File: src/design/sqd_pkg.sv
// Purpose: shared constants for the squib driver protection and diagnostic block
// Assumes: 25 MHz system clock, APB register access with 32-bit data
// Notes: times are kept in ns and turned into cycle counts here
package sqd_pkg;
	localparam int NCH = 8;
	localparam int CLK_NS = 40;
	// ******************************
	// register byte offsets
	// ******************************
	localparam logic [7:0] OFS_DEPLOY_ENABLE_CMD = 8'h00;
	localparam logic [7:0] OFS_CHANNEL_DEPLOY_CMD = 8'h04;
	localparam logic [7:0] OFS_DEPTIME = 8'h08;
	localparam logic [7:0] OFS_LPREQ = 8'h0C;
	localparam logic [7:0] OFS_LPSTAT = 8'h10;
	localparam logic [7:0] OFS_AUTORES = 8'h14;
	localparam logic [7:0] OFS_IRQSTAT = 8'h18;
	localparam logic [7:0] OFS_IRQMASK = 8'h1C;
	localparam logic [7:0] OFS_DEPSTAT = 8'h20;
	// ******************************
	// loop diagnostic request fields
	// ******************************
	localparam int REQ_MANUAL = 0;
	localparam int REQ_CH_LO = 1;
	localparam int REQ_SIDE = 4;
	localparam int REQ_MON = 5;
	localparam int REQ_SRC = 6;
	localparam int REQ_SNK = 7;
	localparam int REQ_PD = 8;
	localparam int REQ_ADC = 9;
	localparam int REQ_AUTO = 10;
	localparam logic [10:0] REQ_RST = 11'h101;
	// ******************************
	// interrupt status bits
	// ******************************
	localparam int IRQ_SHUT = 0;
	localparam int IRQ_RETRY = 1;
	localparam int IRQ_ADC = 2;
	localparam int IRQ_AUTO = 3;
	localparam int IRQ_DEPOK = 4;
	localparam int IRQ_W = 5;
	// ******************************
	// reset values and timing
	// ******************************
	localparam logic [15:0] DEPTIME_RST = 16'h2710;
	localparam int LS_DLY_NS = 10000;
	localparam int LIM_NS = 20000;
	localparam int LIMOS_NS = 5000;
	localparam int RETRY_OFF_NS = 2000;
	localparam int SETTLE_NS = 100000;
	localparam int ADC_STEP_NS = 1000;
	localparam int LS_DLY_CYC = (LS_DLY_NS + CLK_NS - 1) / CLK_NS;
	localparam int LIM_CYC = (LIM_NS + CLK_NS - 1) / CLK_NS;
	localparam int LIMOS_CYC = (LIMOS_NS + CLK_NS - 1) / CLK_NS;
	localparam int RETRY_OFF_CYC = (RETRY_OFF_NS + CLK_NS - 1) / CLK_NS;
	localparam int SETTLE_CYC = (SETTLE_NS + CLK_NS - 1) / CLK_NS;
	localparam int ADC_STEP_CYC = (ADC_STEP_NS + CLK_NS - 1) / CLK_NS;
	localparam int ADC_BITS = 10;
endpackage

File: src/design/sqd_adc_if.sv
// Purpose: request and result path between the control logic and the converter
// Assumes: one clock domain
// Notes: start is a one-cycle pulse, done a one-cycle pulse with result valid
`timescale 1ns/1ps
interface sqd_adc_if;
	logic start;
	logic busy;
	logic done;
	logic [9:0] result;
	modport ctrl (output start, input busy, input done, input result);
	modport conv (input start, output busy, output done, output result);
endinterface

File: src/design/sqd_adc.sv
// Purpose: ten-bit successive approximation sequencer
// Assumes: external comparator says dac level is below the sampled input when high
// Notes: one bit decided per step enable pulse
`timescale 1ns/1ps
module sqd_adc
(
	// clock and reset
	input wire logic i_clk,
	input wire logic i_rst_n,
	// request path
	sqd_adc_if.conv adc,
	// analog side
	input wire logic i_cmp,
	output logic [9:0] o_dac
);
	logic [9:0] dac_r, dac_nxt;
	logic [3:0] bit_r, bit_nxt;
	logic busy_r, busy_nxt;
	logic done_r, done_nxt;
	logic [4:0] div_r, div_nxt;
	// comparator is asynchronous; two flops of lag sit well inside one step
	logic cmp_q1, cmp_s;
	logic step;

	assign step = (div_r == 5'(sqd_pkg::ADC_STEP_CYC - 1));
	assign adc.busy = busy_r;
	assign adc.done = done_r;
	assign adc.result = dac_r;
	assign o_dac = dac_r;

	always_comb
	begin
		dac_nxt = dac_r;
		bit_nxt = bit_r;
		busy_nxt = busy_r;
		done_nxt = 1'b0;
		div_nxt = (busy_r && !step) ? div_r + 5'h01 : 5'h00;
		if (!busy_r && adc.start)
		begin
			busy_nxt = 1'b1;
			bit_nxt = 4'(sqd_pkg::ADC_BITS - 1);
			dac_nxt = 10'h200;
		end
		else if (busy_r && step)
		begin
			// keep the trial bit only while the input is still above the dac level
			if (!cmp_s)
				dac_nxt[bit_r] = 1'b0;
			if (bit_r == 4'h0)
			begin
				busy_nxt = 1'b0;
				done_nxt = 1'b1;
			end
			else
			begin
				bit_nxt = bit_r - 4'h1;
				dac_nxt[bit_r - 4'h1] = 1'b1;
			end
		end
	end

	always_ff @(posedge i_clk or negedge i_rst_n)
	begin
		if (!i_rst_n)
		begin
			dac_r <= 10'h000;
			bit_r <= 4'h0;
			busy_r <= 1'b0;
			done_r <= 1'b0;
			div_r <= 5'h00;
			cmp_q1 <= 1'b0;
			cmp_s <= 1'b0;
		end
		else
		begin
			dac_r <= dac_nxt;
			bit_r <= bit_nxt;
			busy_r <= busy_nxt;
			done_r <= done_nxt;
			div_r <= div_nxt;
			cmp_q1 <= i_cmp;
			cmp_s <= cmp_q1;
		end
	end
endmodule

File: src/design/sqd_chan_prot.sv
// Purpose: per-channel driver sequencing with battery short and open retry protection
// Assumes: limit input already synchronised
// Notes: latched shutdown is cleared only by the accepted new deploy pulse
`timescale 1ns/1ps
module sqd_chan_prot
(
	// clock and reset
	input wire logic i_clk,
	input wire logic i_rst_n,
	// control
	input wire logic i_fire,
	input wire logic i_new_cmd,
	input wire logic i_lim,
	// drivers and events
	output logic o_hs,
	output logic o_ls,
	output logic o_latched,
	output logic o_shut,
	output logic o_retry
);
	typedef enum logic [2:0]
	{
		SQD_OFF = 3'b000,
		SQD_ON = 3'b001,
		SQD_LSDLY = 3'b010,
		SQD_RETRY = 3'b011,
		SQD_LATCH = 3'b100
	} sqd_prot_t;

	sqd_prot_t st_r, st_nxt;
	logic [11:0] tmr_r, tmr_nxt;
	logic [11:0] lim_r, lim_nxt;
	logic shut_nxt, retry_nxt;
	logic shut_r, retry_r;
	logic hs_nxt, ls_nxt;
	logic hs_r, ls_r;

	// drivers come straight from flops so no decode glitch reaches the pins
	assign o_hs = hs_r;
	assign o_ls = ls_r;
	assign o_latched = (st_r == SQD_LATCH);
	assign o_shut = shut_r;
	assign o_retry = retry_r;

	always_comb
	begin
		st_nxt = st_r;
		tmr_nxt = tmr_r + 12'h001;
		shut_nxt = 1'b0;
		retry_nxt = 1'b0;
		// limit time keeps running across a retry so a hard short still trips
		lim_nxt = (i_lim && (st_r == SQD_ON || st_r == SQD_RETRY)) ? lim_r + 12'h001 : 12'h000;
		unique case (st_r)
			SQD_OFF:
			begin
				if (i_fire)
					st_nxt = SQD_ON;
			end
			SQD_ON:
			begin
				tmr_nxt = 12'h000;
				if (!i_fire)
					st_nxt = SQD_LSDLY;
				else if (lim_r == 12'(sqd_pkg::LIMOS_CYC - 1))
				begin
					st_nxt = SQD_RETRY;
					retry_nxt = 1'b1;
				end
			end
			SQD_LSDLY:
			begin
				if (tmr_r == 12'(sqd_pkg::LS_DLY_CYC - 1))
					st_nxt = SQD_OFF;
			end
			SQD_RETRY:
			begin
				if (tmr_r == 12'(sqd_pkg::RETRY_OFF_CYC - 1))
				begin
					st_nxt = i_fire ? SQD_ON : SQD_LSDLY;
					tmr_nxt = 12'h000;
				end
			end
			SQD_LATCH:
			begin
				if (i_new_cmd)
					st_nxt = SQD_OFF;
			end
		endcase
		if (lim_r == 12'(sqd_pkg::LIM_CYC - 1) && st_r != SQD_LATCH)
		begin
			st_nxt = SQD_LATCH;
			shut_nxt = 1'b1;
		end
		hs_nxt = (st_nxt == SQD_ON);
		ls_nxt = (st_nxt == SQD_ON) || (st_nxt == SQD_LSDLY) || (st_nxt == SQD_RETRY);
	end

	always_ff @(posedge i_clk or negedge i_rst_n)
	begin
		if (!i_rst_n)
		begin
			st_r <= SQD_OFF;
			tmr_r <= 12'h000;
			lim_r <= 12'h000;
			shut_r <= 1'b0;
			retry_r <= 1'b0;
			hs_r <= 1'b0;
			ls_r <= 1'b0;
		end
		else
		begin
			st_r <= st_nxt;
			tmr_r <= tmr_nxt;
			lim_r <= lim_nxt;
			shut_r <= shut_nxt;
			retry_r <= retry_nxt;
			hs_r <= hs_nxt;
			ls_r <= ls_nxt;
		end
	end
endmodule

File: src/design/sqd_top.sv
// Purpose: squib deploy protection sequencing and low-level leakage diagnostic control
// Assumes: APB master on the system clock, analog inputs are asynchronous
// Notes: zero wait-state APB answer one cycle after setup
`timescale 1ns/1ps
module sqd_top
(
	// clock and reset
	input wire logic i_clk,
	input wire logic i_rst_n,
	// apb slave
	input wire logic i_psel,
	input wire logic i_penable,
	input wire logic i_pwrite,
	input wire logic [7:0] i_paddr,
	input wire logic [31:0] i_pwdata,
	output logic [31:0] o_prdata,
	output logic o_pready,
	output logic o_pslverr,
	// arming and analog comparators
	input wire logic [7:0] i_arm,
	input wire logic [7:0] i_ls_limit,
	input wire logic i_battery_short_comparator,
	input wire logic i_ground_short_comparator,
	input wire logic i_adc_cmp,
	// drivers
	output logic [7:0] o_hs_on,
	output logic [7:0] o_ls_on,
	// diagnostic switches
	output logic [7:0] o_source_current_gen,
	output logic [7:0] o_limited_sink_switch,
	output logic [7:0] o_pulldown_en,
	output logic o_regulator_current_monitor,
	output logic [2:0] o_leak_channel_select,
	output logic o_pin_side_select,
	output logic [9:0] o_adc_dac,
	// interrupt
	output logic o_irq
);
	localparam int N = sqd_pkg::NCH;

	// ******************************
	// reset release and input synchronisers
	// ******************************
	logic [1:0] rst_q;
	logic rst_n;
	logic [7:0] arm_q1, arm_s, lim_q1, lim_s;
	logic [1:0] cmp_q1, cmp_s;

	always_ff @(posedge i_clk or negedge i_rst_n)
	begin
		if (!i_rst_n)
			rst_q <= 2'b00;
		else
			rst_q <= {rst_q[0], 1'b1};
	end
	assign rst_n = rst_q[1];

	always_ff @(posedge i_clk or negedge rst_n)
	begin
		if (!rst_n)
		begin
			arm_q1 <= 8'h00;
			arm_s <= 8'h00;
			lim_q1 <= 8'h00;
			lim_s <= 8'h00;
			cmp_q1 <= 2'b00;
			cmp_s <= 2'b00;
		end
		else
		begin
			arm_q1 <= i_arm;
			arm_s <= arm_q1;
			lim_q1 <= i_ls_limit;
			lim_s <= lim_q1;
			cmp_q1 <= {i_ground_short_comparator, i_battery_short_comparator};
			cmp_s <= cmp_q1;
		end
	end

	// ******************************
	// apb decode
	// ******************************
	logic wr, setup;
	logic known;

	function automatic logic mapped(input logic [7:0] a);
		mapped = (a[1:0] == 2'b00) && (a <= sqd_pkg::OFS_DEPSTAT);
	endfunction

	assign setup = i_psel && !i_penable;
	assign wr = i_psel && i_penable && o_pready && i_pwrite && mapped(i_paddr);
	assign known = mapped(i_paddr);

	// ******************************
	// register state
	// ******************************
	logic en_r, en_nxt;
	logic [7:0] used_r, used_nxt;
	logic [7:0] act_r, act_nxt;
	logic [7:0] ok_r, ok_nxt;
	logic [15:0] deptime_r, deptime_nxt;
	logic [15:0] dtmr_r [N];
	logic [15:0] dtmr_nxt [N];
	logic [10:0] req_r, req_nxt;
	logic [9:0] adcres_r, adcres_nxt;
	logic [15:0] autores_r, autores_nxt;
	localparam int IRQ_TOP = sqd_pkg::IRQ_W - 1;
	logic [IRQ_TOP:0] ist_r, ist_nxt;
	logic [IRQ_TOP:0] imask_r, imask_nxt;
	logic [7:0] newcmd;
	logic [7:0] fire;
	logic [7:0] latched, shut, retry;
	logic [IRQ_TOP:0] ev;

	// ******************************
	// automatic diagnostic sequence
	// ******************************
	typedef enum logic [1:0]
	{
		SQD_IDLE = 2'b00,
		SQD_SETTLE = 2'b01,
		SQD_SAMPLE = 2'b10
	} sqd_auto_t;

	sqd_auto_t ast_r, ast_nxt;
	logic [3:0] apos_r, apos_nxt;
	logic [11:0] atmr_r, atmr_nxt;
	logic auto_busy, auto_done;
	logic diag_ok;

	sqd_adc_if adc_bus ();

	assign auto_busy = (ast_r != SQD_IDLE);
	// diagnostics are held in reset while deployment is enabled
	assign diag_ok = !en_r;

	always_comb
	begin
		ast_nxt = ast_r;
		apos_nxt = apos_r;
		atmr_nxt = 12'h000;
		autores_nxt = autores_r;
		auto_done = 1'b0;
		unique case (ast_r)
			SQD_IDLE:
			begin
				if (wr && i_paddr == sqd_pkg::OFS_LPREQ && !i_pwdata[sqd_pkg::REQ_MANUAL]
					&& i_pwdata[sqd_pkg::REQ_AUTO] && diag_ok)
				begin
					ast_nxt = SQD_SETTLE;
					apos_nxt = 4'h0;
					autores_nxt = 16'h0000;
				end
			end
			SQD_SETTLE:
			begin
				atmr_nxt = atmr_r + 12'h001;
				if (atmr_r == 12'(sqd_pkg::SETTLE_CYC - 1))
					ast_nxt = SQD_SAMPLE;
			end
			SQD_SAMPLE:
			begin
				// low byte gathers battery faults, high byte ground faults per channel
				autores_nxt[apos_r[3:1]] = autores_r[apos_r[3:1]] | cmp_s[0];
				autores_nxt[8 + 32'(apos_r[3:1])] = autores_r[8 + 32'(apos_r[3:1])] | cmp_s[1];
				apos_nxt = apos_r + 4'h1;
				if (apos_r == 4'hF)
				begin
					ast_nxt = SQD_IDLE;
					auto_done = 1'b1;
				end
				else
					ast_nxt = SQD_SETTLE;
			end
		endcase
		if (!diag_ok)
			ast_nxt = SQD_IDLE;
	end

	// ******************************
	// deploy control and registers
	// ******************************
	always_comb
	begin
		en_nxt = en_r;
		used_nxt = used_r;
		act_nxt = act_r;
		ok_nxt = ok_r;
		deptime_nxt = deptime_r;
		req_nxt = req_r;
		adcres_nxt = adcres_r;
		imask_nxt = imask_r;
		newcmd = 8'h00;
		adc_bus.start = 1'b0;
		ev[sqd_pkg::IRQ_SHUT] = |shut;
		ev[sqd_pkg::IRQ_RETRY] = |retry;
		ev[sqd_pkg::IRQ_ADC] = adc_bus.done;
		ev[sqd_pkg::IRQ_DEPOK] = 1'b0;
		ev[sqd_pkg::IRQ_AUTO] = auto_done;
		for (int c = 0; c < N; c++)
		begin
			dtmr_nxt[c] = dtmr_r[c];
			if (fire[c])
			begin
				dtmr_nxt[c] = dtmr_r[c] + 16'h0001;
				if (dtmr_r[c] == deptime_r)
				begin
					act_nxt[c] = 1'b0;
					ok_nxt[c] = 1'b1;
					ev[sqd_pkg::IRQ_DEPOK] = 1'b1;
				end
			end
		end
		if (adc_bus.done)
			adcres_nxt = adc_bus.result;
		if (wr)
		begin
			unique case (i_paddr)
				sqd_pkg::OFS_DEPLOY_ENABLE_CMD:
				begin
					en_nxt = i_pwdata[0];
					if (!i_pwdata[0])
						used_nxt = 8'h00;
				end
				sqd_pkg::OFS_CHANNEL_DEPLOY_CMD:
				begin
					if (en_r)
					begin
						// a channel already fired needs the global toggle first
						newcmd = i_pwdata[7:0] & ~used_r;
						used_nxt = used_r | newcmd;
						act_nxt = act_r | newcmd;
						ok_nxt = ok_r & ~newcmd;
						for (int c = 0; c < N; c++)
							if (newcmd[c])
								dtmr_nxt[c] = 16'h0000;
					end
				end
				sqd_pkg::OFS_DEPTIME: deptime_nxt = i_pwdata[15:0];
				sqd_pkg::OFS_LPREQ:
				begin
					if (diag_ok && !auto_busy)
					begin
						req_nxt = i_pwdata[10:0];
						adc_bus.start = i_pwdata[sqd_pkg::REQ_ADC] && !adc_bus.busy;
					end
				end
				sqd_pkg::OFS_IRQMASK: imask_nxt = i_pwdata[IRQ_TOP:0];
				default:
				begin
				end
			endcase
		end
		if (!diag_ok)
			req_nxt = sqd_pkg::REQ_RST;
		// sticky flags: a new event beats a same-cycle clear
		ist_nxt = ist_r;
		if (wr && i_paddr == sqd_pkg::OFS_IRQSTAT)
			ist_nxt = ist_r & ~i_pwdata[IRQ_TOP:0];
		ist_nxt = ist_nxt | ev;
	end

	// ******************************
	// diagnostic switch steering
	// ******************************
	logic [7:0] src_nxt, snk_nxt, pd_nxt;
	logic [2:0] dch;
	logic dside, dmon;

	always_comb
	begin
		dch = auto_busy ? apos_r[3:1] : req_r[sqd_pkg::REQ_CH_LO +: 3];
		dside = auto_busy ? apos_r[0] : req_r[sqd_pkg::REQ_SIDE];
		dmon = auto_busy || req_r[sqd_pkg::REQ_MON];
		src_nxt = 8'h00;
		snk_nxt = 8'h00;
		// pull-downs on but the monitored one while the host leaves them enabled or the automatic sequence runs, and all on while deployment is enabled
		pd_nxt = (req_r[sqd_pkg::REQ_PD] || auto_busy) ? 8'hFF : 8'h00;
		if (!auto_busy && req_r[sqd_pkg::REQ_SRC])
			src_nxt[dch] = 1'b1;
		if (!auto_busy && req_r[sqd_pkg::REQ_SNK])
			snk_nxt[dch] = 1'b1;
		if (dmon)
			pd_nxt[dch] = 1'b0;
		if (!diag_ok)
		begin
			src_nxt = 8'h00;
			snk_nxt = 8'h00;
			pd_nxt = 8'hFF;
		end
	end

	// ******************************
	// per channel protection
	// ******************************
	assign fire = act_r & arm_s;

	for (genvar g = 0; g < N; g++)
	begin : g_ch
		sqd_chan_prot u_prot
		(
			.i_clk(i_clk),
			.i_rst_n(rst_n),
			.i_fire(fire[g] && en_r),
			.i_new_cmd(newcmd[g]),
			.i_lim(lim_s[g]),
			.o_hs(o_hs_on[g]),
			.o_ls(o_ls_on[g]),
			.o_latched(latched[g]),
			.o_shut(shut[g]),
			.o_retry(retry[g])
		);
	end

	sqd_adc u_adc
	(
		.i_clk(i_clk),
		.i_rst_n(rst_n),
		.adc(adc_bus),
		.i_cmp(i_adc_cmp),
		.o_dac(o_adc_dac)
	);

	// ******************************
	// read mux
	// ******************************
	logic [31:0] rd;

	always_comb
	begin
		rd = 32'h0000_0000;
		unique case (i_paddr)
			sqd_pkg::OFS_DEPLOY_ENABLE_CMD: rd[0] = en_r;
			sqd_pkg::OFS_CHANNEL_DEPLOY_CMD: rd[7:0] = act_r;
			sqd_pkg::OFS_DEPTIME: rd[15:0] = deptime_r;
			sqd_pkg::OFS_LPREQ: rd[10:0] = req_r;
			sqd_pkg::OFS_LPSTAT:
			begin
				// live comparator state, reported per selected pin
				rd[1:0] = cmp_s;
				rd[4:2] = dch;
				rd[5] = dside;
				rd[6] = auto_busy;
				rd[7] = adc_bus.busy;
				rd[25:16] = adcres_r;
			end
			sqd_pkg::OFS_AUTORES: rd[15:0] = autores_r;
			sqd_pkg::OFS_IRQSTAT: rd[IRQ_TOP:0] = ist_r;
			sqd_pkg::OFS_IRQMASK: rd[IRQ_TOP:0] = imask_r;
			sqd_pkg::OFS_DEPSTAT: rd[23:0] = {ok_r, latched, used_r};
			default: rd = 32'h0000_0000;
		endcase
	end

	// ******************************
	// registers
	// ******************************
	always_ff @(posedge i_clk or negedge rst_n)
	begin
		if (!rst_n)
		begin
			en_r <= 1'b0;
			used_r <= 8'h00;
			act_r <= 8'h00;
			ok_r <= 8'h00;
			deptime_r <= sqd_pkg::DEPTIME_RST;
			for (int c = 0; c < N; c++)
				dtmr_r[c] <= 16'h0000;
			req_r <= sqd_pkg::REQ_RST;
			adcres_r <= 10'h000;
			autores_r <= 16'h0000;
			ist_r <= '0;
			imask_r <= '0;
			ast_r <= SQD_IDLE;
			apos_r <= 4'h0;
			atmr_r <= 12'h000;
			o_source_current_gen <= 8'h00;
			o_limited_sink_switch <= 8'h00;
			o_pulldown_en <= 8'hFF;
			o_regulator_current_monitor <= 1'b0;
			o_leak_channel_select <= 3'h0;
			o_pin_side_select <= 1'b0;
			o_prdata <= 32'h0000_0000;
			o_pready <= 1'b0;
			o_pslverr <= 1'b0;
			o_irq <= 1'b0;
		end
		else
		begin
			en_r <= en_nxt;
			used_r <= used_nxt;
			act_r <= act_nxt;
			ok_r <= ok_nxt;
			deptime_r <= deptime_nxt;
			dtmr_r <= dtmr_nxt;
			req_r <= req_nxt;
			adcres_r <= adcres_nxt;
			autores_r <= autores_nxt;
			ist_r <= ist_nxt;
			imask_r <= imask_nxt;
			ast_r <= ast_nxt;
			apos_r <= apos_nxt;
			atmr_r <= atmr_nxt;
			o_source_current_gen <= src_nxt;
			o_limited_sink_switch <= snk_nxt;
			o_pulldown_en <= pd_nxt;
			o_regulator_current_monitor <= dmon && diag_ok;
			o_leak_channel_select <= dch;
			o_pin_side_select <= dside;
			o_prdata <= setup ? rd : o_prdata;
			o_pready <= setup;
			o_pslverr <= setup && !known;
			o_irq <= |(ist_nxt & imask_nxt);
		end
	end
endmodule

File: config.mk
export PLATFORM = sky130hd
export DESIGN_NAME = sqd_top
export DESIGN_NICKNAME = d
export VERILOG_FILES = /design/src/design/sqd_pkg.sv /design/src/design/sqd_adc_if.sv /design/src/design/sqd_adc.sv /design/src/design/sqd_chan_prot.sv /design/src/design/sqd_top.sv
export SDC_FILE = /design/constraint.sdc
export NUM_CORES = 1
export LEC_CHECK = 0
export BUFFER_PORTS_ARGS = -buffer_cell sky130_fd_sc_hd__buf_2
export CAP_MARGIN = 20
export CORE_MARGIN = 2
export CORE_UTILIZATION = 47
export CTS_BUF_LIST = sky130_fd_sc_hd__clkbuf_4
export DETAILED_ROUTE_END_ITERATION = 8
export PLACE_DENSITY_LB_ADDON = 0.08
export SYNTH_ARGS = -nofsm -noshare
export SYNTH_HDL_FRONTEND = slang
export SYNTH_SLANG_ARGS = --single-unit
export TNS_END_PERCENT = 1
File: constraint.sdc
create_clock -name i_clk -period 20 [get_ports i_clk]
set_clock_uncertainty 0.1 [all_clocks]
set_input_delay 2 -clock i_clk [delete_from_list [all_inputs] [get_ports i_clk]]
set_output_delay 2 -clock i_clk [all_outputs]
set_load 0.02 [all_outputs]
Yosys cells after proc, flatten, opt, wreduce, memory -nomap -nowiden
Cells that the tools add are included.
Word-level totals
  flip-flop bits (word level): 601
  input port bits: 64
  output and inout bits: 90
  logic and storage cells: 672
Operators by class
  add/subtract/negate cells: 29
  $lt $le $gt $ge: 11
  equal/unequal tests: 123
  multiplexer cells: 277
  bitwise operators: 18
  reductions and logical operators: 113
Operator list (number)
  2-to-1 mux 128 bit: 3
  2-to-1 mux 16 bit: 17
  adder 12 x 1 -> 12 bit (second input constant): 17
  2-to-1 mux 12 bit: 17
  one-hot mux 12 bit (2 select lines): 8
  2-to-1 mux 3 bit: 57
  2-to-1 mux 8 bit: 18
  adder 16 x 1 -> 16 bit (second input constant): 8
  equality test 16 bit: 8
  one-hot mux 3 bit (5 select lines): 8
  2-to-1 mux 1 bit: 100
  equality test 12 x 6 -> 1 bit (second input constant): 8
  equality test 12 x 7 -> 1 bit (second input constant): 8
  equality test 12 x 8 -> 1 bit (second input constant): 8
  equality test 12 x 9 -> 1 bit (second input constant): 8
  equality test 3 x 2 -> 1 bit (second input constant): 32
  2-to-1 mux 10 bit: 6
  logical AND 1 bit: 49
  equality test 3 x 1 -> 1 bit (second input constant): 16
  2-to-1 mux 11 bit: 4
  AND 8 bit: 4
  bitwise mux 16 bit: 2
  equality test 8 x 5 -> 1 bit (second input constant): 4
  one-hot mux 16 bit (2 select lines): 1
  60 further kinds: 160

Longest topological paths before layout
Gate-level depths: netlist (run 1).
  depth after elaboration: 20
  mapped depth: 9

Hierarchy
A second synthesis (run 1) with hierarchy kept.
Unflattened totals
  cell total of the unflattened synthesis: 2957
  area, all modules: 29612.2 sq um
Modules (own cells, without submodules)
  sqd_top: times used 1, cells an instance 1522, area an instance 15807.7 sq um, sequential area each 8276.7 sq um
  sqd_chan_prot: times used 8, cells an instance 163, area an instance 1559.0 sq um, sequential area each 775.7 sq um
  sqd_adc: times used 1, cells an instance 131, area an instance 1332.5 sq um, sequential area each 575.6 sq um

Worst setup path after synthesis (run 1)
Ideal clock, no wire load.
  path type: input -> register
  start: input i_paddr[5]
  end: register o_irq
  data arrival time: 3881 ps
  required time: 19759 ps
  path slack: 15878 ps
  cell stages on the path: 7
  path buffers: 1
  cells stage by stage: or4b_1 > buf_2 > nor4_4 > mux2_2 > a22o_1 > nor4_2 > a31oi_1
Between the ends
  elaborated cells on any way between the ends: 12
RTL lines
  start: declaration: RTL line sqd_top.sv:14  | input wire logic [7:0] i_paddr,
  <= comparator 8 x 6 -> 1 bit: RTL line sqd_top.sv:87  | mapped = (a[1:0] == 2'b00) && (a <= sqd_pkg::OFS_DEPSTAT);
  logical AND 1 bit: RTL line sqd_top.sv:87
  logical AND 1 bit: RTL line sqd_top.sv:91  | assign wr = i_psel && i_penable && o_pready && i_pwrite && mapped(i_paddr);
  2-to-1 mux 5 bit (*): RTL line sqd_top.sv:216  | if (wr)
  named net imask_nxt[3]: RTL line sqd_top.sv:109  | logic [IRQ_TOP:0] imask_r, imask_nxt;
  AND 5 bit (*): RTL line sqd_top.sv:413  | o_irq <= |(ist_nxt & imask_nxt);
  OR reduction 5 bit (*): RTL line sqd_top.sv:413
  end signal: assignment: RTL line sqd_top.sv:413
  end: declaration: RTL line sqd_top.sv:37  | output logic o_irq
Mark *: on every way through the listed nets, which the timed path passes. The rest lies on a longest branch.
A chain may end at the register's enable or synchronous reset.

Final worst setup path (run 1)
  start: input i_paddr[7]
  end: register g_ch[0].u_prot.hs_r
Between the ends
  longest elaborated chain between the ends: 8
  elaborated cells on any way between the ends: 10
Ends and longest elaborated chain
  <= comparator 8 x 6 -> 1 bit: RTL line sqd_top.sv:87
  logical AND 1 bit: RTL line sqd_top.sv:87
  logical AND 1 bit: RTL line sqd_top.sv:91
  2-to-1 mux 8 bit (*): RTL line sqd_top.sv:216
  2-to-1 mux 3 bit (*): RTL line sqd_chan_prot.sv:85  | if (i_new_cmd)
  one-hot mux 3 bit (5 select lines) (*): RTL line sqd_chan_prot.sv:53  | unique case (st_r)
  2-to-1 mux 3 bit (*): RTL line sqd_chan_prot.sv:89  | if (lim_r == 12'(sqd_pkg::LIM_CYC - 1) && st_r != SQD_LATCH)
  named net g_ch[0].u_prot.st_nxt[2]: RTL line sqd_chan_prot.sv:30  | sqd_prot_t st_r, st_nxt;
  equality test 3 x 1 -> 1 bit (*): RTL line sqd_chan_prot.sv:94  | hs_nxt = (st_nxt == SQD_ON);
  named net g_ch[0].u_prot.hs_nxt: RTL line sqd_chan_prot.sv:35  | logic hs_nxt, ls_nxt;
  end signal: assignment: RTL line sqd_chan_prot.sv:117  | hs_r <= hs_nxt;
  end: declaration: RTL line sqd_chan_prot.sv:36  | logic hs_r, ls_r;
Marked as above.

==> out/results.tsv, run 1 <==
metric	value	unit
cts_made_buffers	161	
ff2ff_path_depth	6	
rows	91	
wire_per_inst	19.02	microns
cts_tree	built	
p_total	0.002449	W
drive_gt1_share	15.52	%
yosys.area_share.simple	21.69	%
ys_seq_area_share	51.83	%
syn_avg_cell_area	10.03	sq um
clock_tree.buffer_depth	3	
syn-cell-area	29050	sq um
crit_type	in2reg	
synth_seq_cells	601	
clk_pin_slew_worst_paths	60	ps
grt_antenna_before_repair	11	
vias	22060	
synth-compound-area-share	6.645	%
hold_class	reg2reg	
ant_nets	0	
routed_wl	75950	microns
status	complete, no violations	
drv_cap	0	
grt_max_degree	80	
worstSkewPairLatency	1020	ps
min_period	4609	ps
dr.pass1.iters	6	
finalCritPeriodShare	23.05	%
endpoint_kind	register	
io_pins	154	
post_cts_resized	0	
viasPerCell	5.524	
synth_fa_ha_area_share	2.110	%
hold_violations	0	
die_h	252.6	microns
cp-start-kind	primary input	
drtIter0Drc	1620	
start_util	47.34	%
postCtsHoldBufs	0	
crit_required	20780	ps
h-tree-depth	4	
gp_congestion	0.8927	
tns	0	ps
powerDensity	75.57	nW/um^2
dieWidth	252.6	microns
synth_edf_count	0	
ys.flop_type	dfrtp_1	
grt_setup_unrepaired	no	
grtUsageTotal	24.37	%
cp-startpoint	i_paddr[7]	
synth_top_area_share	50.47	%
peakVddDrop	0.00004544	V
synth_warnings	0	
rr_startpoint	o_pready	
grt_first_pass_wirelength	121100	microns
grt_overflow_total	0	
worstMarginPinSlew	1032	ps
ys_types	76	
p_leak	13.84	nW
crit_path_max_fanout	19	
cts.sinks	601	
synthCells	2896	
fillers	5623	
root_buffer	clkbuf_4	
reg2reg_slack	16150	ps
grt_pass1_vias	22100	
cts_setup_buffers	0	
synth_area_leader_cell	dfrtp_1	
ys_async_sr_fraction	100.0	%
worst_slack	15390	ps
worstPathArrival	5390	ps
dpl.hpwl	51870	microns
dp_worst_setup_slack	14510	ps
die_area	63820	sq um
drc	0	
io_buffers	131	
endpoint	g_ch[0].u_prot.o_hs	
synth.area.top_cells	dfrtp_1 (50%), xor2_1 (6.3%), nor2_1 (6.3%)	
synthMuxAreaShare	1.994	%
core-area	61370	sq um
r2r_end	g_ch[0].u_prot.o_hs	
finalNetCount	3188	
synth_top_family_by_area	simple AND/OR/NAND/NOR gates	
max-slew-margin-rel	29.22	%
drv_slew	0	
synth-xor-area-share	12.33	%
fmax	217.0	MHz
setup_viol	0	
syn_to_final_growth	11.53	%
worst max-delay path, stage by stage:
cell and delay (ps):
buf_2 120, or2_2 400, nor4b_4 780, nand2_1 720, nor3b_4 890, a22oi_1 230, nor3_1 240
flip-flops by register name (all words and copies together), names as in the netlist, 10 cells and up:
name and count:
g_ch.u_prot.tmr_r 96, o_prdata 26, adcres_r 10, g_ch.u_prot.lim_r 96, dtmr_r 128, atmr_r 12
deptime_r 16, autores_r 16, u_adc.adc.result 10, g_ch.u_prot.st_r 24, req_r 11
layer usage:
layer	vias up	track usage [%]	part of all wire, %
met4	12	9.248	2.6
met5	-	0	0.096
met1	10890	33.44	45
li1	10400	-	-
met2	608	37.10	45
met3	155	6.375	6.8
cells in the final DEF (no fill, tap or decap), types with 15 or more instances in the layout:
cell type,Yosys,routed
o22ai_1,21,21
nor2b_1,22,22
nor2_1,484,484
nand2b_1,20,20
buf_4,24,19
buf_2,15,131
a221oi_1,16,16
a21oi_1,59,59
nand4_1,108,108
a31oi_1,17,17
nand3_1,149,149
or3_1,20,20
ha_1,49,49
a22oi_1,17,17
xnor2_1,201,201
nor4b_1,16,16
clkinv_1,0,21
nand2_1,202,202
dfstp_2,15,15
dfrtp_1,586,585
mux2_2,35,35
nor3_1,31,31
and3_1,67,67
and2_1,25,25
clkbuf_4,0,243
inv_1,89,89
nor4_1,37,37
xor2_1,208,208
and4_1,21,21
o21ai_0,46,46
where the power goes:
| group | switching [W] | total [W] | internal [W] | leakage [nW] |
|---|---|---|---|---|
| Clock | 0.000520 | 0.00112 | 0.000605 | 1.24 |
| Sequential | 0.0000156 | 0.00125 | 0.00123 | 7.02 |
| Combinational | 0.0000537 | 0.0000772 | 0.0000234 | 5.57 |
stage by stage:
| stage | hold slack, ps | utilization [%] | cells | cell area, sq um |
|---|---|---|---|---|
| floorplan | 231.2 | - | 2901 | 29070 |
| finish | 247.7 | 52.80 | 3994 | 32400 |
| CTS | 250.8 | 52.70 | 3982 | 32340 |
| global placement | 231.9 | 49.24 | 3698 | 30220 |
| detailed placement | 234.7 | 49.26 | 3699 | 30230 |
| global route | 254.6 | 52.78 | 3989 | 32390 |
worst min-delay path by stage:
| stage | from | endpoint | slack (ps) | depth (start not counted) |
|---|---|---|---|---|
| after floorplan | arm_q1[0] | arm_s[0] | 230 | 0 |
| after global placement | lim_q1[3] | lim_s[3] | 230 | 0 |
| after detailed placement | arm_q1[3] | arm_s[3] | 230 | 0 |
| after CTS | lim_q1[7] | lim_s[7] | 250 | 0 |
| after global routing | lim_q1[2] | lim_s[2] | 250 | 0 |
| final | lim_q1[5] | lim_s[5] | 250 | 0 |
cells in the mapped netlist (35+ instances only):
cell	count
nand2_1	202
a21oi_1	59
clkbuf_1	96
and3_1	67
inv_1	89
mux2_2	35
nor4_1	37
dfrtp_1	586
xor2_1	208
nor2_1	484
nand4_1	108
nand3_1	149
o21ai_0	46
ha_1	49
xnor2_1	201
kinds of logic after synthesis:
kind of cell,Yosys count
DFF,601
buffers and inverters,232
adders and majority gates,49
AOI/OAI and AO/OA,279
xor gates and xnor gates,409
and+or+nand+nor,1273
other,2
muxes,51
layout make-up:
| class | count | area (sq um) | share of cell area [%] |
|---|---|---|---|
| antenna | 9 | 22.52 | 0.06950 |
| clock buffer | 243 | 1824 | 5.630 |
| clock inverter | 40 | 290.3 | 0.8958 |
| inverter | 90 | 337.8 | 1.043 |
| multi-input combinational | 2068 | 13040 | 40.25 |
| sequential | 601 | 15060 | 46.48 |
| tap | 790 | 988.4 | 3.050 |
| timing repair buffer | 153 | 835.8 | 2.579 |
(Power assumes the default switching activity.)
==> run 2, diff against run 1 <==
==> constraint.sdc (replaced) <==
create_clock -name i_clk -period 4.5 [get_ports i_clk]
set_clock_uncertainty 0.1 [all_clocks]
set_input_delay 0.45 -clock i_clk [delete_from_list [all_inputs] [get_ports i_clk]]
set_output_delay 0.45 -clock i_clk [all_outputs]
set_load 0.02 [all_outputs]
==> run 2 against run 1 <==
  * Critical path depth fell by 2
  * Final area rose by 2.8%
  * Global-route usage is 0.34 points higher
  * Sequential power grew to 4.4 times the previous value
  * Largest cell class unchanged
  * Highest routed layer unchanged
==> out/results.tsv, run 2 (same netlist as run 1, synthesis figures left out) <==
metric	value	unit	change
setup_viol	0		unchanged
vias	22380		was 22,060
start_util	47.34	%	unchanged
r2r_end	o_irq		was g_ch[0].u_prot.o_hs
grt_max_degree	133		was 80
grt_first_pass_wirelength	122700	microns	was 121,100 microns
hold_class	in2reg		was reg2reg
routed_wl	77320	microns	was 75,950 microns
drc	0		unchanged
p_clk_share	46.4	%	was 45.9%
io_pins	154		unchanged
finalNetCount	3276		was 3,188
grt_antenna_before_repair	6		was 11
grt_pass1_vias	22320		was 22,100
dieWidth	252.6	microns	unchanged
cts_setup_buffers	0		unchanged
peakVddDrop	0.0002251	V	was 0.00004544 V
endpoint_kind	register		unchanged
cp-startpoint	deptime_r[12]		was i_paddr[7]
root_buffer	clkbuf_4		unchanged
final_cell_mix	dfrtp_1 (585), nor2_1 (484), clkbuf_4 (242)		was dfrtp_1 (585), nor2_1 (484), clkbuf_4 (243)
fmax	333.7	MHz	
worstSkewPairLatency	990	ps	was 1020 ps
die_area	63820	sq um	unchanged
powerDensity	332.6	nW/um^2	was 75.57 nW/um^2
power.share.switching	24.40	%	was 24.05%
largest_reg_flops	128		unchanged
regMostFlops	dtmr_r		unchanged
reg_top3	dtmr_r x128, g_ch.u_prot.lim_r x96, g_ch.u_prot.tmr_r x96		unchanged
grt_overflow_total	0		unchanged
wire_per_inst	18.91	microns	was 19.02 microns
hold_ws	158.2	ps	was 247.7 ps
cp-start-kind	register		was primary input
max_stage_delay	1040	ps	was 890 ps
rows	91		unchanged
dpl.hpwl	52570	microns	was 51,870 microns
worstPathArrival	3780	ps	was 5390 ps
drtIter0Drc	1634		was 1,620
syn_to_final_growth	14.69	%	was 11.53%
gp_congestion	0.8589		was 0.8927
reg2reg_slack	1500	ps	was 16,150 ps
ff2ff_path_depth	5		was 6
io_buffers	131		unchanged
combPwrFrac	3.6	%	was 3.2%
h-tree-depth	4		unchanged
min_period	2996	ps	
rr_startpoint	deptime_r[12]		was o_pready
cts_made_buffers	166		was 161
core-area	61370	sq um	unchanged
hold_violations	0		unchanged
die_h	252.6	microns	unchanged
status	complete, no violations		unchanged
drv_cap	0		unchanged
crit_path_max_fanout	10		was 19
endpoint	o_irq		was g_ch[0].u_prot.o_hs
crit_chain	xnor2_1, nand4_1, nor4_1, a221oi_1, a31oi_1		was buf_2, or2_2, nor4b_4, nand2_1, nor3b_4, a22oi_1, nor3_1
power.internal	0.008378	W	was 0.001860 W
grt_setup_unrepaired	no		unchanged
post_cts_resized	0		unchanged
viasPerCell	5.474		was 5.524
clk_pin_slew_worst_paths	70	ps	was 60 ps
ant_nets	0		unchanged
finalCritPeriodShare	66.59	%	
dp_worst_setup_slack	1335	ps	was 14,510 ps
worstMarginPinSlew	1189	ps	was 1032 ps
cts_tree	built		unchanged
p_leak	14.24	nW	was 13.84 nW
layout_commonest_cell	dfrtp_1		unchanged
p_sw	0.002705	W	was 0.0005889 W
postCtsHoldBufs	74		was 0
drv_slew	0		unchanged
crit_required	5280	ps	was 20,780 ps
max-slew-margin-rel	20.01	%	was 29.22%
seqPwrFrac	50.0	%	was 50.9%
slowest_stage	dfrtp_1		was nor3b_4
cts.sinks	601		unchanged
grtUsageTotal	24.71	%	was 24.37%
crit_type	reg2reg		was in2reg
worst_slack	1504	ps	was 15,390 ps
dr.pass1.iters	6		unchanged
clock_tree.buffer_depth	3		unchanged
drive_gt1_share	15.30	%	was 15.52%
## run 2: cell count changes in the layout (fill, tap and decap cells not counted), sizes merged
cell / change
dlygate4sd3: +74
clkinv: +20
buf: +10
diode: -6
clkinvlp: -3
clkbuf: -2
bufinv: +1
## run 2: worst min path at each step
stage	slack, ps	to	depth (start not counted)	from
finish	160	deptime_r[14]	3	i_pwdata[14]
global route	80	deptime_r[14]	3	i_pwdata[14]
CTS	30	deptime_r[14]	3	i_pwdata[14]
detailed placement	140	rst_q[0]	1	i_rst_n
global placement	140	rst_q[0]	1	i_rst_n
floorplan	50	rst_q[0]	0	i_rst_n
## run 2: through the flow
step / cells / power (W) / area [sq um] / util [%] / TNS, ps
detailed placement: 3710 / 0.005996 / 30370 / 49.49 / 0
global route: 4087 / 0.01163 / 33320 / 54.29 / 0
floorplan: 2901 / 0.005852 / 29080 / - / -829380
CTS: 4084 / 0.01127 / 33310 / 54.28 / 0
global placement: 3709 / 0.005988 / 30370 / 49.48 / 0
finish: 4088 / 0.01108 / 33320 / 54.30 / 0
## run 2: critical path: cells and delay by family, from the launching register on
kind                      cells  cell delay [ps]
xor gates and xnor gates      1              200
AOI/OAI and AO/OA             2              470
and+or+nand+nor               2             1100
DFF                           1             1040
## run 2: power by group through the flow
stage	registers (W)	logic (W)	clock network, W
3_3_place_gp	0.00564	0.000349	0
2_1_floorplan	0.00571	0.000141	0
5_1_grt	0.00555	0.000445	0.00564
3_5_place_dp	0.00564	0.000357	0
4_1_cts	0.00554	0.000403	0.00533
6_report	0.00554	0.000395	0.00515
## run 2: cell type report
| type | count | area (sq um) |
|---|---|---|
| multi-input cells | 2068 | 13040 |
| repair buffers | 236 | 1689 |
| clock inverters | 58 | 379.1 |
| clock buffers | 242 | 1817 |
| fillers | 5514 | 28050 |
| flip-flops and latches | 601 | 15060 |
| well taps | 790 | 988.4 |
| inverters | 90 | 337.8 |
| diodes | 3 | 7.507 |
## run 2: routing by layer
metal	vias to the layer above	wire length, microns	GRT usage (%)
met1	10990	34480	33.57
li1	10570	-	-
met3	151	5847	6.982
met4	2	2312	10.80
met2	664	34670	36.92
met5	-	13	0
==> run 3, diff against run 2 <==
==> constraint.sdc (replaced) <==
create_clock -name i_clk -period 2.8 [get_ports i_clk]
set_clock_uncertainty 0.1 [all_clocks]
set_input_delay 0.28 -clock i_clk [delete_from_list [all_inputs] [get_ports i_clk]]
set_output_delay 0.28 -clock i_clk [all_outputs]
set_load 0.02 [all_outputs]
==> run 3 against run 2 <==
  * Cell count is 2.0% higher
  * Clock-buffer cell count decreased by 10
  * Sequential power up 61%
  * Largest power group unchanged
  * Highest routed layer is now met4
  * Clock power up 57%
  * Hold slack lost 35 ps
  * Worst setup slack worse by 1400 ps
  * Via count up 1.5%
  * Non-clock buffer count grew 89
  * Largest cell class unchanged
  * Core utilization increased by 1.2 points
==> out/results.tsv, run 3 (same netlist as run 1, synthesis figures left out) <==
metric	value	unit	change
cts_tree	built		unchanged
regMostFlops	dtmr_r		unchanged
vias	22720		was 22,380
endpoint_kind	register		unchanged
die_h	252.6	microns	unchanged
min_period	2723	ps	
dr.pass1.iters	5		was 6
finalCritPeriodShare	97.25	%	
h-tree-depth	4		unchanged
grt_antenna_before_repair	6		unchanged
grt_first_pass_wirelength	123800	microns	was 122,700 microns
whs_path_depth	3		unchanged
drv_cap	0		unchanged
worstSkewPairLatency	1000	ps	was 990 ps
start_util	47.34	%	unchanged
crit_type	in2reg		was reg2reg
reg_top3	dtmr_r x128, g_ch.u_prot.lim_r x96, g_ch.u_prot.tmr_r x96		unchanged
grt_max_degree	83		was 133
largest_reg_flops	128		unchanged
drive_gt1_share	16.99	%	was 15.30%
ff2ff_path_depth	6		was 5
setup_viol	0		unchanged
peakVddDrop	0.0003453	V	was 0.0002251 V
cts_made_buffers	164		was 166
crit_chain	dlygate4sd3_1, buf_2, or4_1, nor4_4, buf_4, a21o_1, dlygate4sd3_1, a21oi_1, dlygate4sd3_1		was xnor2_1, nand4_1, nor4_1, a221oi_1, a31oi_1
clk_pin_slew_worst_paths	70	ps	about the same
layout_commonest_cell	dfrtp_1		unchanged
cts_setup_buffers	0		unchanged
io_buffers	131		unchanged
crit_path_frequent_cell	dlygate4sd3_1		
crit_required	3540	ps	was 5280 ps
final_cell_mix	dfrtp_1 (585), nor2_1 (484), clkbuf_4 (232)		was dfrtp_1 (585), nor2_1 (484), clkbuf_4 (242)
syn_to_final_growth	17.24	%	was 14.69%
hold_ws	123.0	ps	was 158.2 ps
p_total	0.01767	W	was 0.01108 W
wire_per_inst	18.72	microns	was 18.91 microns
crit_path_max_fanout	9		was 10
cp-start-kind	primary input		was register
drc	0		unchanged
drv_slew	0		unchanged
hold_class	in2reg		unchanged
cts.sinks	601		unchanged
grtUsageTotal	24.98	%	was 24.71%
viasPerCell	5.449		was 5.474
dpl.hpwl	55250	microns	was 52,570 microns
gp_congestion	0.8973		was 0.8589
rows	91		unchanged
routed_wl	78040	microns	was 77,320 microns
p_leak	14.71	nW	was 14.24 nW
slowest_stage	or4_1		was dfrtp_1
clock_tree.buffer_depth	3		unchanged
finalNetCount	3363		was 3,276
fin_util	55.50	%	was 54.30%
hold_violations	0		unchanged
ant_nets	0		unchanged
worstPathArrival	3470	ps	was 3780 ps
powerDensity	518.7	nW/um^2	was 332.6 nW/um^2
io_pins	154		unchanged
root_buffer	clkbuf_4		unchanged
status	complete, no violations		unchanged
max_stage_delay	680	ps	was 1040 ps
core-area	61370	sq um	unchanged
fmax	367.3	MHz	
die_area	63820	sq um	unchanged
worstMarginPinSlew	944.7	ps	was 1189 ps
grt_pass1_vias	22910		was 22,320
grt_setup_unrepaired	no		unchanged
drtIter0Drc	1562		was 1,634
grt_overflow_total	0		unchanged
max-slew-margin-rel	37.02	%	was 20.01%
dieWidth	252.6	microns	unchanged
## run 3: where the power goes
| part | internal, W | switching (W) |
|---|---|---|
| Clock | 0.00430 | 0.00378 |
| Sequential | 0.00879 | 0.000108 |
| Combinational | 0.000273 | 0.000417 |
## run 3: path summary, 6_finish.rpt
kind / slack, ps / to / start
hold / removal: 120 / deptime_r[9] / i_pwdata[9]
hold reg to reg: 210 / g_ch[5].u_prot.o_hs / rst_q[1]
setup / recovery: 80 / o_pslverr / i_paddr[1]
max in group asynchronous: 1410 / dtmr_r[68] / rst_q[1]
setup reg to reg: 180 / o_prdata[2] / ast_r[0]
min in group asynchronous: 210 / g_ch[5].u_prot.o_hs / rst_q[1]
## run 3: repair_timing
action / in CTS / in global routing
endpoints found under the setup margin: 0 / 3
resized for setup: 0 / 1
hold buffers: 88 / 0
hold endpoints to repair: 288 / 0
## run 3: worst max-delay path, delay by kind of cell
family / cells / cell delay, ps
AOI/OAI and AO/OA: 2 / 180
buffers and inverters: 5 / 2100
and+or+nand+nor: 2 / 900
## run 3: final cells by class
cell class	instances	area [sq um]
Sequential cell	601	15060
Tap cell	790	988.4
Clock inverter	57	395.4
Fill cell	5489	27310
Timing Repair Buffer	325	2480
Antenna cell	6	15.01
Multi-Input combinational cell	2068	13040
Clock buffer	232	1742
Inverter	90	337.8
## run 3: metal layers
layer  GRT usage (%)  up-vias  share of wire, %
met3           5.973      162               7.0
met4           10.90        0               3.2
met1           34.20    11130                45
met5               0        -                 0
li1                -    10740                 -
met2           37.87      691                45
## run 3: metrics by stage
stage,instance area (sq um),setup TNS (ps),worst slack [ps],cells
floorplan,29080,-1846110,-3120,2901
global placement,31040,0,46.27,3787
global route,34050,0,0.7059,4165
finish,34060,0,77.09,4169
CTS,34060,0,108.7,4164
detailed placement,31040,0,2.906,3787
